--- src/dhbc_pkg.sv ---
// Constants and types shared by the bridge chopper device and its controller.
// Assumes a single 250 MHz system clock on both ends.
package dhbc_pkg;
   localparam int CLK_MHZ       = 250;        // System clock rate
   localparam int BLANK_NS      = 2800;       // sense_blank_time
   localparam int BLANK_CYC     = (BLANK_NS * CLK_MHZ + 999) / 1000;
   localparam int BRAKE_MS      = 10;         // Brake time before switch-off
   localparam int BRAKE_CYC     = BRAKE_MS * 1000 * CLK_MHZ;
   localparam int WAKE_US       = 1000;       // Recovery after sleep
   localparam int WAKE_CYC      = WAKE_US * CLK_MHZ;
   localparam int PWM_US        = 40;         // Fixed PWM period
   localparam int PWM_CYC       = PWM_US * CLK_MHZ;
   localparam int OCP_NS        = 2000;       // Over-current persistence time
   localparam int OCP_CYC       = OCP_NS * CLK_MHZ / 1000;
   localparam int SENSE_W       = 10;         // Shunt and reference word width
   localparam int GAIN          = 5;          // Shunt amplifier gain
   localparam int PCT_FULL      = 100;        // Scale 00
   localparam int PCT_71        = 71;         // Scale 01
   localparam int PCT_38        = 38;         // Scale 10
   localparam int MIX_DIV       = 3;          // Fast part of mixed decay
   localparam int CLEAR_CYC     = 8;          // Logic clear pulse length
   // Controller register map
   localparam int ADDR_W        = 8;
   localparam logic [7:0] REG_CTRL = 8'h00;   // Pin settings
   localparam logic [7:0] REG_CMD  = 8'h04;   // Commands
   localparam logic [7:0] REG_STAT = 8'h08;   // Status
   localparam logic [31:0] CTRL_RST = 32'h00000400; // Sleep requested
   localparam int F_EN          = 0;          // Enables, 2 bits
   localparam int F_DIR         = 2;          // Directions, 2 bits
   localparam int F_SHI         = 4;          // Scale high bits, 2 bits
   localparam int F_SLO         = 6;          // Scale low bits, 2 bits
   localparam int F_DECAY       = 8;          // Decay mode, 2 bits
   localparam int F_SLEEP       = 10;         // Sleep request
   localparam int F_CLEAR       = 0;          // Command: pulse logic clear
   localparam int S_FAULT       = 0;          // Status: fault flag low
   localparam int S_READY       = 1;          // Status: wake time elapsed
   localparam int S_CLEAR       = 2;          // Status: clear pulse running
   typedef enum logic [1:0] {
      DHBC_SLOW, DHBC_FAST, DHBC_MIXED
   } dhbc_decay_type;
   typedef enum logic [1:0] {
      DHBC_OFF, DHBC_DRIVE, DHBC_DECAY, DHBC_BRAKE
   } dhbc_bstate_type;
endpackage

--- src/dhbc_link_if.sv ---
// Parallel pin link between stepper controller and bridge device.
// The open-drain fault flag is resolved here; the three-state decay pin passes as level and enable.
`timescale 1ns/10ps
interface dhbc_link_if;
   logic [1:0] bridge_enable_in;        // Per-bridge enable
   logic [1:0] current_direction_in;    // Per-bridge direction
   logic [1:0] scale_select_hi;         // Scale select, upper bit
   logic [1:0] scale_select_lo;         // Scale select, lower bit
   logic       decay_mode_o;            // Decay pin level when driven
   logic       decay_mode_oe_n;         // Low while decay pin is driven
   logic       logic_clear_n;           // Active-low logic reset
   logic       low_power_request_n;     // Active-low sleep
   logic       shutdown_flag_o;         // Fault flag drive level
   logic       shutdown_flag_oe_n;      // Low while flag pulled down
   logic       shutdown_flag_n;         // Resolved flag with pull-up
   // Pull-up on the open-drain flag
   assign shutdown_flag_n = shutdown_flag_oe_n ? 1'b1 : shutdown_flag_o;
   modport dev (
      input  bridge_enable_in, current_direction_in, scale_select_hi,
      input  scale_select_lo, decay_mode_o, decay_mode_oe_n,
      input  logic_clear_n, low_power_request_n,
      output shutdown_flag_o, shutdown_flag_oe_n
   );
   modport ctl (
      output bridge_enable_in, current_direction_in, scale_select_hi,
      output scale_select_lo, decay_mode_o, decay_mode_oe_n,
      output logic_clear_n, low_power_request_n,
      input  shutdown_flag_n
   );
endinterface

--- src/dhbc_dev.sv ---
// Device end: two H-bridge chopping controllers with braking and shutdown.
// Assumes digitised shunt and reference words and synchronous pin inputs.
// What this block does
// - Enable low floats outputs; direction sets polarity.
// - Shunt reading times five compared with threshold.
// - Scale 00/01/10 gives 100/71/38 percent.
// - Scale 11 disables the bridge.
// - Threshold ends pulse; decay until next cycle.
// - Fast decay inverts every bridge switch.
// - Fast decay stops all switches near zero.
// - Decay pin high selects fast decay.
// - Slow decay: high sides off, lows on.
// - Decay pin low selects slow decay.
// - Floating pin: fast first third, then slow.
// - Enable falling brakes ten ms, then off.
// - Logic clear resets logic, ignores inputs.
// - Sleep stops bridges, pump, regulator, inputs.
// - Clear or sleep brakes ten ms, then off.
// - Wait about one ms after sleep ends.
// - Over-current switch loses gate drive on the next clock.
// - Lasting over-current brakes, disables, flags fault.
// - Over-current shutdown latched until clear or power.
// - Over-temperature brakes, stops, flags, auto-resumes.
// - Supply low resets logic until supply recovers.
// - Ignore comparator during blanking time per pulse.
// - Pulses start at fixed PWM frequency.
`timescale 1ns/10ps
module dhbc_dev #(
   parameter int BRAKE_CYCLES = dhbc_pkg::BRAKE_CYC,
   parameter int WAKE_CYCLES  = dhbc_pkg::WAKE_CYC,
   parameter int PWM_CYCLES   = dhbc_pkg::PWM_CYC
) (
   input  wire logic                         CLK_SYS,
   input  wire logic                         SRST,
   dhbc_link_if.dev                          LINK,
   input  wire logic [2*dhbc_pkg::SENSE_W-1:0] SHUNT_SENSE_PIN,
   input  wire logic [2*dhbc_pkg::SENSE_W-1:0] THRESHOLD_REF_IN,
   input  wire logic [1:0]                   CURRENT_NEAR_ZERO,
   input  wire logic [7:0]                   OVERCURRENT_TRIP,
   input  wire logic                         THERMAL_TRIP,
   input  wire logic                         SUPPLY_LOW_LOCKOUT,
   output logic [1:0]                        BRIDGE_OUT_A,
   output logic [1:0]                        BRIDGE_OUT_A_OE_N,
   output logic [1:0]                        BRIDGE_OUT_B,
   output logic [1:0]                        BRIDGE_OUT_B_OE_N,
   output logic                              AUX_REGULATOR_ON,
   output logic                              CHARGE_PUMP_ON
);
   import dhbc_pkg::*;
   localparam int CW = $clog2(BRAKE_CYCLES + PWM_CYCLES + 1);
   localparam int PW = $clog2(PWM_CYCLES + 1);
   localparam int WW = $clog2(WAKE_CYCLES + 1);
   localparam int OW = $clog2(OCP_CYC + 1);
   localparam int MW = SENSE_W + 10;

   logic              rst_i;        // Reset from port or supply lockout
   logic              run;          // Neither clear nor sleep asserted
   logic [1:0]        en_q;         // Captured enables
   logic [1:0]        en_prev_q;    // Enables one cycle earlier
   logic [1:0]        dir_q;        // Captured directions
   logic [1:0]        shi_q;        // Captured scale high bits
   logic [1:0]        slo_q;        // Captured scale low bits
   dhbc_decay_type    dec_q;        // Captured decay mode
   logic [WW-1:0]     wake_q;       // Sleep recovery counter
   logic [OW-1:0]     ocp_cnt_q;    // Over-current persistence count
   logic              ocp_lat_q;    // Latched over-current shutdown
   logic              stop;         // Clear, sleep, latched over-current or heat
   logic              stop_q;       // Stop one cycle earlier
   logic              stop_rise;    // Start of a shutdown brake
   logic [PW-1:0]     pwm_q;        // PWM period counter
   logic              pwm_start;    // First cycle of a PWM period
   logic [1:0]        braking;      // Bridge currently braking

   // Supply lockout resets all logic
   assign rst_i = SRST || SUPPLY_LOW_LOCKOUT;
   assign run   = LINK.logic_clear_n && LINK.low_power_request_n;

   // Capture logic inputs only while running
   always_ff @(posedge CLK_SYS) begin
      if (rst_i || !LINK.logic_clear_n) begin
         en_q  <= 2'h0;
         dir_q <= 2'h0;
         shi_q <= 2'h0;
         slo_q <= 2'h0;
         dec_q <= DHBC_SLOW;
      end else if (run) begin
         en_q  <= LINK.bridge_enable_in;
         dir_q <= LINK.current_direction_in;
         shi_q <= LINK.scale_select_hi;
         slo_q <= LINK.scale_select_lo;
         // Driven high fast, driven low slow, open mixed
         if (LINK.decay_mode_oe_n) begin
            dec_q <= DHBC_MIXED;
         end else if (LINK.decay_mode_o) begin
            dec_q <= DHBC_FAST;
         end else begin
            dec_q <= DHBC_SLOW;
         end
      end
   end

   // Previous enables, for falling-edge detection
   always_ff @(posedge CLK_SYS) begin
      if (rst_i) begin
         en_prev_q <= 2'h0;
      end else begin
         en_prev_q <= en_q;
      end
   end

   // Recovery time after sleep is released
   always_ff @(posedge CLK_SYS) begin
      if (rst_i || !LINK.low_power_request_n) begin
         wake_q <= WW'(WAKE_CYCLES);
      end else if (wake_q != '0) begin
         wake_q <= wake_q - WW'(1);
      end
   end

   // Over-current persistence and latch; clear pulse releases it
   always_ff @(posedge CLK_SYS) begin
      if (rst_i || !LINK.logic_clear_n) begin
         ocp_cnt_q <= '0;
         ocp_lat_q <= 1'b0;
      end else if (|OVERCURRENT_TRIP) begin
         if (ocp_cnt_q == OW'(OCP_CYC)) begin
            ocp_lat_q <= 1'b1;
         end else begin
            ocp_cnt_q <= ocp_cnt_q + OW'(1);
         end
      end else begin
         ocp_cnt_q <= '0;
      end
   end

   // Stop sources: clear, sleep, over-current, heat
   assign stop      = !run || ocp_lat_q || THERMAL_TRIP;
   assign stop_rise = stop && !stop_q;

   // Stop history and fault flag drive
   always_ff @(posedge CLK_SYS) begin
      if (rst_i) begin
         stop_q                  <= 1'b0;
         LINK.shutdown_flag_o    <= 1'b0;
         LINK.shutdown_flag_oe_n <= 1'b1;
      end else begin
         stop_q                  <= stop;
         LINK.shutdown_flag_o    <= 1'b0;
         // Flag low while latched or hot
         LINK.shutdown_flag_oe_n <= !(ocp_lat_q || THERMAL_TRIP);
      end
   end

   // PWM period, held at zero in stop, independent of chop events
   always_ff @(posedge CLK_SYS) begin
      if (rst_i || stop || pwm_q == PW'(PWM_CYCLES - 1)) begin
         pwm_q <= '0;
      end else begin
         pwm_q <= pwm_q + PW'(1);
      end
   end
   assign pwm_start = !stop && pwm_q == '0;

   // Regulator off in sleep; pump kept while braking
   always_ff @(posedge CLK_SYS) begin
      if (rst_i) begin
         AUX_REGULATOR_ON <= 1'b0;
         CHARGE_PUMP_ON   <= 1'b0;
      end else begin
         AUX_REGULATOR_ON <= LINK.low_power_request_n;
         CHARGE_PUMP_ON   <= LINK.low_power_request_n || |braking;
      end
   end

   // One chopping controller per bridge
   for (genvar b = 0; b < 2; b++) begin : g_br
      dhbc_bstate_type        st_q;     // Bridge state
      logic [CW-1:0]          cnt_q;    // Blank, off or brake time
      logic [PW-1:0]          mix_q;    // Fast part of mixed decay
      logic                   zs_q;     // Fast decay stopped near zero
      dhbc_decay_type         mode_q;   // Decay mode of this off time
      logic [6:0]             pct;      // Threshold percentage
      logic [MW-1:0]          amp;      // Amplified shunt reading
      logic [MW-1:0]          lim;      // Scaled reference
      logic                   trip;     // Current reached threshold
      logic                   halt;     // Bridge may not drive
      logic                   fast_now; // Fast decay applies now
      logic [3:0]             drv;      // Gates {hs_a, ls_a, hs_b, ls_b}
      logic [3:0]             gate;     // Gates before protection
      logic [3:0]             gate_q;   // Gates after protection

      // Scale select to threshold percentage
      always_comb begin
         case ({shi_q[b], slo_q[b]})
            2'b00:   pct = 7'(PCT_FULL);
            2'b01:   pct = 7'(PCT_71);
            2'b10:   pct = 7'(PCT_38);
            default: pct = 7'h00;
         endcase
      end

      // Gain of five against percent of reference
      assign amp  = MW'(SHUNT_SENSE_PIN[b*SENSE_W +: SENSE_W])
                    * MW'(GAIN * PCT_FULL);
      assign lim  = MW'(THRESHOLD_REF_IN[b*SENSE_W +: SENSE_W]) * MW'(pct);
      assign trip = amp >= lim;
      // Scale 11 disables the bridge
      assign halt = !en_q[b] || (shi_q[b] && slo_q[b]) || stop ||
                    wake_q != '0;
      assign braking[b] = st_q == DHBC_BRAKE;

      // Bridge sequencing
      always_ff @(posedge CLK_SYS) begin
         if (rst_i) begin
            st_q   <= DHBC_OFF;
            cnt_q  <= '0;
            mix_q  <= '0;
            zs_q   <= 1'b0;
            mode_q <= DHBC_SLOW;
         end else if (stop_rise || (en_prev_q[b] && !en_q[b])) begin
            st_q  <= DHBC_BRAKE;
            cnt_q <= '0;
         end else begin
            case (st_q)
               DHBC_BRAKE: begin
                  // Brake timed by counter, then all off
                  if (cnt_q == CW'(BRAKE_CYCLES - 1)) begin
                     st_q <= DHBC_OFF;
                  end else begin
                     cnt_q <= cnt_q + CW'(1);
                  end
               end
               DHBC_DRIVE: begin
                  if (halt) begin
                     st_q <= DHBC_OFF;
                  end else if (cnt_q >= CW'(BLANK_CYC) && trip) begin
                     // Pulse ends at threshold after blanking
                     st_q   <= DHBC_DECAY;
                     cnt_q  <= '0;
                     zs_q   <= 1'b0;
                     mode_q <= dec_q;
                     mix_q  <= PW'((PWM_CYCLES - 1 - int'(pwm_q)) / MIX_DIV);
                  end else if (pwm_start) begin
                     cnt_q <= '0;
                  end else if (cnt_q < CW'(BLANK_CYC)) begin
                     cnt_q <= cnt_q + CW'(1);
                  end
               end
               DHBC_DECAY: begin
                  if (halt) begin
                     st_q <= DHBC_OFF;
                  end else if (pwm_start) begin
                     st_q  <= DHBC_DRIVE;
                     cnt_q <= '0;
                  end else begin
                     cnt_q <= cnt_q + CW'(1);
                     if (fast_now && CURRENT_NEAR_ZERO[b]) begin
                        zs_q <= 1'b1;
                     end
                  end
               end
               default: begin
                  if (pwm_start && !halt) begin
                     st_q  <= DHBC_DRIVE;
                     cnt_q <= '0;
                  end
               end
            endcase
         end
      end

      // Fast always, or mixed within its first third
      assign fast_now = mode_q == DHBC_FAST ||
                        (mode_q == DHBC_MIXED &&
                         cnt_q < CW'(mix_q));
      // Direction 1 drives A high and B low
      assign drv = dir_q[b] ? 4'b1001 : 4'b0110;

      // Switch states per bridge state
      always_comb begin
         case (st_q)
            DHBC_DRIVE: gate = drv;
            DHBC_BRAKE: gate = 4'b0101;
            DHBC_DECAY: begin
               if (fast_now) begin
                  gate = zs_q ? 4'h0 : ~drv;
               end else begin
                  gate = 4'b0101;
               end
            end
            default:    gate = 4'h0;
         endcase
      end

      // Over-current switch loses its gate drive
      always_ff @(posedge CLK_SYS) begin
         if (rst_i) begin
            gate_q <= 4'h0;
         end else begin
            gate_q <= gate & ~OVERCURRENT_TRIP[b*4 +: 4];
         end
      end

      // Output pins float when neither switch conducts
      assign BRIDGE_OUT_A[b]      = gate_q[3];
      assign BRIDGE_OUT_A_OE_N[b] = !(gate_q[3] || gate_q[2]);
      assign BRIDGE_OUT_B[b]      = gate_q[1];
      assign BRIDGE_OUT_B_OE_N[b] = !(gate_q[1] || gate_q[0]);
   end
endmodule

--- src/flat_wrapper.sv ---
// flat-port wrapper written by rule: the top's interface ports become plain ports
module dhbc_dev_flat import dhbc_pkg::*;
#(
   parameter int BRAKE_CYCLES = dhbc_pkg::BRAKE_CYC,
   parameter int WAKE_CYCLES  = dhbc_pkg::WAKE_CYC,
   parameter int PWM_CYCLES   = dhbc_pkg::PWM_CYC
)
  (CLK_SYS, SRST, SHUNT_SENSE_PIN, THRESHOLD_REF_IN, CURRENT_NEAR_ZERO, OVERCURRENT_TRIP, THERMAL_TRIP, SUPPLY_LOW_LOCKOUT, BRIDGE_OUT_A, BRIDGE_OUT_A_OE_N, BRIDGE_OUT_B, BRIDGE_OUT_B_OE_N, AUX_REGULATOR_ON, CHARGE_PUMP_ON, LINK_bridge_enable_in, LINK_current_direction_in, LINK_scale_select_hi, LINK_scale_select_lo, LINK_decay_mode_o, LINK_decay_mode_oe_n, LINK_logic_clear_n, LINK_low_power_request_n, LINK_shutdown_flag_o, LINK_shutdown_flag_oe_n);
  dhbc_link_if LINK_i ();
  input  wire logic CLK_SYS;
  input  wire logic SRST;
  input  wire logic [2*dhbc_pkg::SENSE_W-1:0] SHUNT_SENSE_PIN;
  input  wire logic [2*dhbc_pkg::SENSE_W-1:0] THRESHOLD_REF_IN;
  input  wire logic [1:0] CURRENT_NEAR_ZERO;
  input  wire logic [7:0] OVERCURRENT_TRIP;
  input  wire logic THERMAL_TRIP;
  input  wire logic SUPPLY_LOW_LOCKOUT;
  output logic [1:0] BRIDGE_OUT_A;
  output logic [1:0] BRIDGE_OUT_A_OE_N;
  output logic [1:0] BRIDGE_OUT_B;
  output logic [1:0] BRIDGE_OUT_B_OE_N;
  output logic AUX_REGULATOR_ON;
  output logic CHARGE_PUMP_ON;
  input wire logic [$bits(LINK_i.bridge_enable_in)-1:0] LINK_bridge_enable_in;
  input wire logic [$bits(LINK_i.current_direction_in)-1:0] LINK_current_direction_in;
  input wire logic [$bits(LINK_i.scale_select_hi)-1:0] LINK_scale_select_hi;
  input wire logic [$bits(LINK_i.scale_select_lo)-1:0] LINK_scale_select_lo;
  input wire logic [$bits(LINK_i.decay_mode_o)-1:0] LINK_decay_mode_o;
  input wire logic [$bits(LINK_i.decay_mode_oe_n)-1:0] LINK_decay_mode_oe_n;
  input wire logic [$bits(LINK_i.logic_clear_n)-1:0] LINK_logic_clear_n;
  input wire logic [$bits(LINK_i.low_power_request_n)-1:0] LINK_low_power_request_n;
  output wire logic [$bits(LINK_i.shutdown_flag_o)-1:0] LINK_shutdown_flag_o;
  output wire logic [$bits(LINK_i.shutdown_flag_oe_n)-1:0] LINK_shutdown_flag_oe_n;
  assign LINK_i.bridge_enable_in = LINK_bridge_enable_in;
  assign LINK_i.current_direction_in = LINK_current_direction_in;
  assign LINK_i.scale_select_hi = LINK_scale_select_hi;
  assign LINK_i.scale_select_lo = LINK_scale_select_lo;
  assign LINK_i.decay_mode_o = LINK_decay_mode_o;
  assign LINK_i.decay_mode_oe_n = LINK_decay_mode_oe_n;
  assign LINK_i.logic_clear_n = LINK_logic_clear_n;
  assign LINK_i.low_power_request_n = LINK_low_power_request_n;
  assign LINK_shutdown_flag_o = LINK_i.shutdown_flag_o;
  assign LINK_shutdown_flag_oe_n = LINK_i.shutdown_flag_oe_n;
  dhbc_dev #(.BRAKE_CYCLES(BRAKE_CYCLES), .WAKE_CYCLES(WAKE_CYCLES), .PWM_CYCLES(PWM_CYCLES)) u_core (.CLK_SYS(CLK_SYS), .SRST(SRST), .LINK(LINK_i), .SHUNT_SENSE_PIN(SHUNT_SENSE_PIN), .THRESHOLD_REF_IN(THRESHOLD_REF_IN), .CURRENT_NEAR_ZERO(CURRENT_NEAR_ZERO), .OVERCURRENT_TRIP(OVERCURRENT_TRIP), .THERMAL_TRIP(THERMAL_TRIP), .SUPPLY_LOW_LOCKOUT(SUPPLY_LOW_LOCKOUT), .BRIDGE_OUT_A(BRIDGE_OUT_A), .BRIDGE_OUT_A_OE_N(BRIDGE_OUT_A_OE_N), .BRIDGE_OUT_B(BRIDGE_OUT_B), .BRIDGE_OUT_B_OE_N(BRIDGE_OUT_B_OE_N), .AUX_REGULATOR_ON(AUX_REGULATOR_ON), .CHARGE_PUMP_ON(CHARGE_PUMP_ON));
endmodule
--- config.mk ---
export PLATFORM = sky130hd
export DESIGN_NAME = dhbc_dev_flat
export DESIGN_NICKNAME = d
export VERILOG_FILES = /design/src/dhbc_pkg.sv /design/src/dhbc_link_if.sv /design/src/dhbc_dev.sv /design/src/flat_wrapper.sv
export SDC_FILE = /design/constraint.sdc
export NUM_CORES = 1
export LEC_CHECK = 0
export BUFFER_PORTS_ARGS = -buffer_cell sky130_fd_sc_hd__buf_2
export CAP_MARGIN = 20
export CORE_MARGIN = 2
export CORE_UTILIZATION = 35
export CTS_CLUSTER_DIAMETER = 120
export DETAILED_ROUTE_END_ITERATION = 10
export HOLD_SLACK_MARGIN = 0.12
export PLACE_DENSITY_LB_ADDON = 0.15
export RECOVER_POWER = 100
export SLEW_MARGIN = 20
export SYNTH_ARGS = -nofsm -noshare
export SYNTH_HDL_FRONTEND = slang
export SYNTH_SLANG_ARGS = --single-unit
--- constraint.sdc ---
create_clock -name CLK_SYS -period 9.83 [get_ports CLK_SYS]
set_clock_uncertainty 0.2 [all_clocks]
set_input_delay 0.983 -clock CLK_SYS [delete_from_list [all_inputs] [get_ports CLK_SYS]]
set_output_delay 0.983 -clock CLK_SYS [all_outputs]
set_load 0.005 [all_outputs]
==> results.cfg <==
[status]
status = finished with violations
violations = capacitance limit, slew limit

[sta]
min_period_ps = 9000
period_share_pct = 91.6
finalWorstSetupSlack_ps = 829
rsz0062_at_grt = false
worstMarginPinSlew_ps = 1940
hold_viol = 0
slew_headroom_pct = -29.2
final_max_slew_viol_count = 41
setup_violations = 0
fmax_mhz = 111
setup_tns_ps = 0

[synthesis]
syn-instance-count = 2130
synth_top_family_by_area = adder cells
synth_fa_ha_area_share_pct = 30.6
ys_ff_latch = 148
yosys.area_share.simple_pct = 21.1
synth-async-reset-ratio_pct = 0
muxShareOfSynthArea_pct = 1.84
syn_nets = 2567
ys_seq_area_share_pct = 16.8
synthesis.area_um2 = 17600
synth_ff_type = dfxtp_1
synth_xor_area_share_pct = 6.27
synth_compound_area_share_pct = 16.1
netlist-cell-type-count = 97
avgSynthCellArea_um2 = 8.26
yosysWarnings = 0
synth_edf_count = 0

[routing]
ant_nets = 0
vias = 14671
viasPerCell = 5.14
drt_iter0_drc = 719
dr.pass1.iters = 5
wl_per_cell_um = 15.2
drt_wl_total_mm = 43.4
drc = 0

[finish]
fin_cells = 2853
finalNetCount = 2605
antenna_cells = 0
area_growth_pct = 8.53
drive_above_1_share_pct = 7.24
fin_util_pct = 38.3

[floorplanning]
dieHeight_um = 228
ios = 78
start_util_pct = 35.3
die_area_um2 = 52100
core-area_um2 = 49900
die_w_um = 228
row_count = 82

[setup_path]
startpoint_type = flip-flop
path_class = flip-flop to flip-flop
slowest_delay_ps = 550
cp_slowest_cell = a2bb2oi_4
cp.arrival_ps = 9090
cp_common_cell = ha_1
required_ps = 9920
critPathCaptureType = flip-flop
crit_fanout = 18

[power]
ir_drop_mv = 0.0960
p_leak_uw = 0.00821
p_total_uw = 2650
p_per_area_nw_per_um2 = 139

[job]
drv_cap = 1

[clocking]
cts_inserted_buffers = 17
cts.clk_slew.worst_paths_ps = 70
cts_num_sinks = 148
cts_tree = yes
holdBufCountCts = 0
htree_levels = 4
cts_buffer_depth = 2
clock_latency_ps = 450
cts-root-buf = clkbuf_16

[global_routing]
grt_pass1_wl_mm = 72.7
grt_overflow_total = 0
grt_pass1_vias = 14236
grt_max_degree = 41
antenna_found_initial = 0
grt_use_total_pct = 16.8

[placement]
portBuffers = 76
dp_hpwl_mm = 34.5
place_congestion = 0.851
pre_cts_slack_ps = 467
placed_cells = 2821

[min_path]
min_path_type = flip-flop to flip-flop
-- cell families after synthesis --
group	after synthesis
fa+ha+maj	371
xor+xnor	117
buf+inv	319
other cells	1
flops	148
compound gates	424
simple gates	718
mux	32
-- sequential cells by signal, indices dropped and copies added, names as in the netlist, 4 cells and up --
| name | flops |
|---|---|
| u_core.g_br.cnt_q | 44 |
| u_core.g_br.gate_q | 8 |
| u_core.g_br.mix_q | 28 |
| u_core.g_br.mode_q | 4 |
| u_core.g_br.st_q | 4 |
| u_core.ocp_cnt_q | 9 |
| u_core.pwm_q | 14 |
| u_core.wake_q | 18 |
-- cells in the mapped netlist (7+ instances only) --
cell      instances  area share [%]
clkbuf_1         42            0.90
or2_2             7            0.25
ha_1            273              19
and2_1           34             1.2
inv_1           251             5.4
or3_1            35             1.2
o31ai_1           9            0.38
nand2_1         124             2.6
buf_4             9            0.38
nand4_1          24            0.85
xnor2_1          74             3.7
and3_1           22            0.78
nor2b_1          83             3.0
o22ai_1           9            0.32
buf_2            11            0.31
nor3_1           37             1.1
dfxtp_1         148              17
o21ai_0          99             2.8
a31oi_1          30             1.1
a21oi_1         123             3.5
nand3b_1         20            0.85
nor4_1           23            0.82
a211oi_1         16            0.68
fa_1             98              11
nand3_1          76             2.2
nand2b_1         20            0.71
a21boi_0          7            0.30
mux2i_1          29             1.7
nor2_1          182             3.9
a21o_1           32             1.4
xor2_1           35             1.7
-- worst max-delay path: cells and delay by family (launching register included) --
family | cells | cell delay, ps
buffers and inverters | 2 | 330
AND/OR/NAND/NOR | 8 | 2460
adder cells (fa/ha/maj) | 4 | 1060
XOR/XNOR | 3 | 1200
AO/OA/AOI/OAI | 12 | 2820
flip-flops | 1 | 500
multiplexers | 1 | 240
-- through the flow --
step	hold slack [ps]	cell area, µm²
CTS	257	19100
global placement	240	18600
global route	274	19100
detailed placement	249	18600
finish	256	19100
floorplan	228	17600
-- cell type report --
cell class	count	area [µm²]
Tap cell	672	841
Sequential cell	148	2960
Inverter	251	942
Clock inverter	11	80.1
Clock buffer	21	450
Fill cell	5234	30800
Multi-Input combinational cell	1663	13400
Timing Repair Buffer	87	435
-- final timing paths --
kind | from | endpoint | slack [ps] | cells after the start
worst max register to register | u_core.pwm_q[4] | u_core.g_br[1].mix_q[12] | 830 | 30
worst min-delay path | u_core.wake_q[10] | u_core.wake_q[10] | 260 | 2
worst max-delay path | u_core.pwm_q[4] | u_core.g_br[1].mix_q[12] | 830 | 30
worst min register to register | u_core.wake_q[10] | u_core.wake_q[10] | 260 | 2
-- where the power goes --
part,internal (µW),switching (µW)
registers,604,4.45
clock network,330,275
logic,666,768
-- timing repair --
action | in CTS | in global routing
endpoints found under the setup margin | 0 | 10
buffers inserted | 0 | 0
endpoints found under the hold margin | 0 | 0
resized for setup | 0 | 3
-- metal layers --
metal / track usage, % / up-vias / share of wire (%) / routed length, µm
li1: - / 7435 / - / -
met1: 21.9 / 7005 / 47 / 20400
met2: 29.3 / 197 / 49 / 21200
met3: 1.84 / 34 / 2.4 / 1050
met4: 4.64 / 0 / 1.8 / 789
met5: 0 / - / 0 / 0
-- layout by cell type (no fill, tap or decap), types with 16 or more instances in the layout --
| master | n |
|---|---|
| nand3b_1 | 20 |
| nand4_1 | 24 |
| o21ai_0 | 100 |
| a31oi_1 | 30 |
| clkbuf_16 | 17 |
| xor2_1 | 34 |
| dfxtp_1 | 148 |
| or3_1 | 35 |
| a21oi_1 | 123 |
| fa_1 | 98 |
| nor2_1 | 182 |
| mux2i_1 | 29 |
| nand3_1 | 76 |
| nand2_1 | 124 |
| ha_1 | 273 |
| a21o_1 | 32 |
| nand2b_1 | 20 |
| and2_1 | 34 |
| nor4_1 | 22 |
| and3_1 | 22 |
| inv_1 | 251 |
| a211oi_1 | 16 |
| xnor2_1 | 74 |
| buf_2 | 69 |
| nor3_1 | 37 |
| nor2b_1 | 83 |
Power figures use the tool's default switching activity.
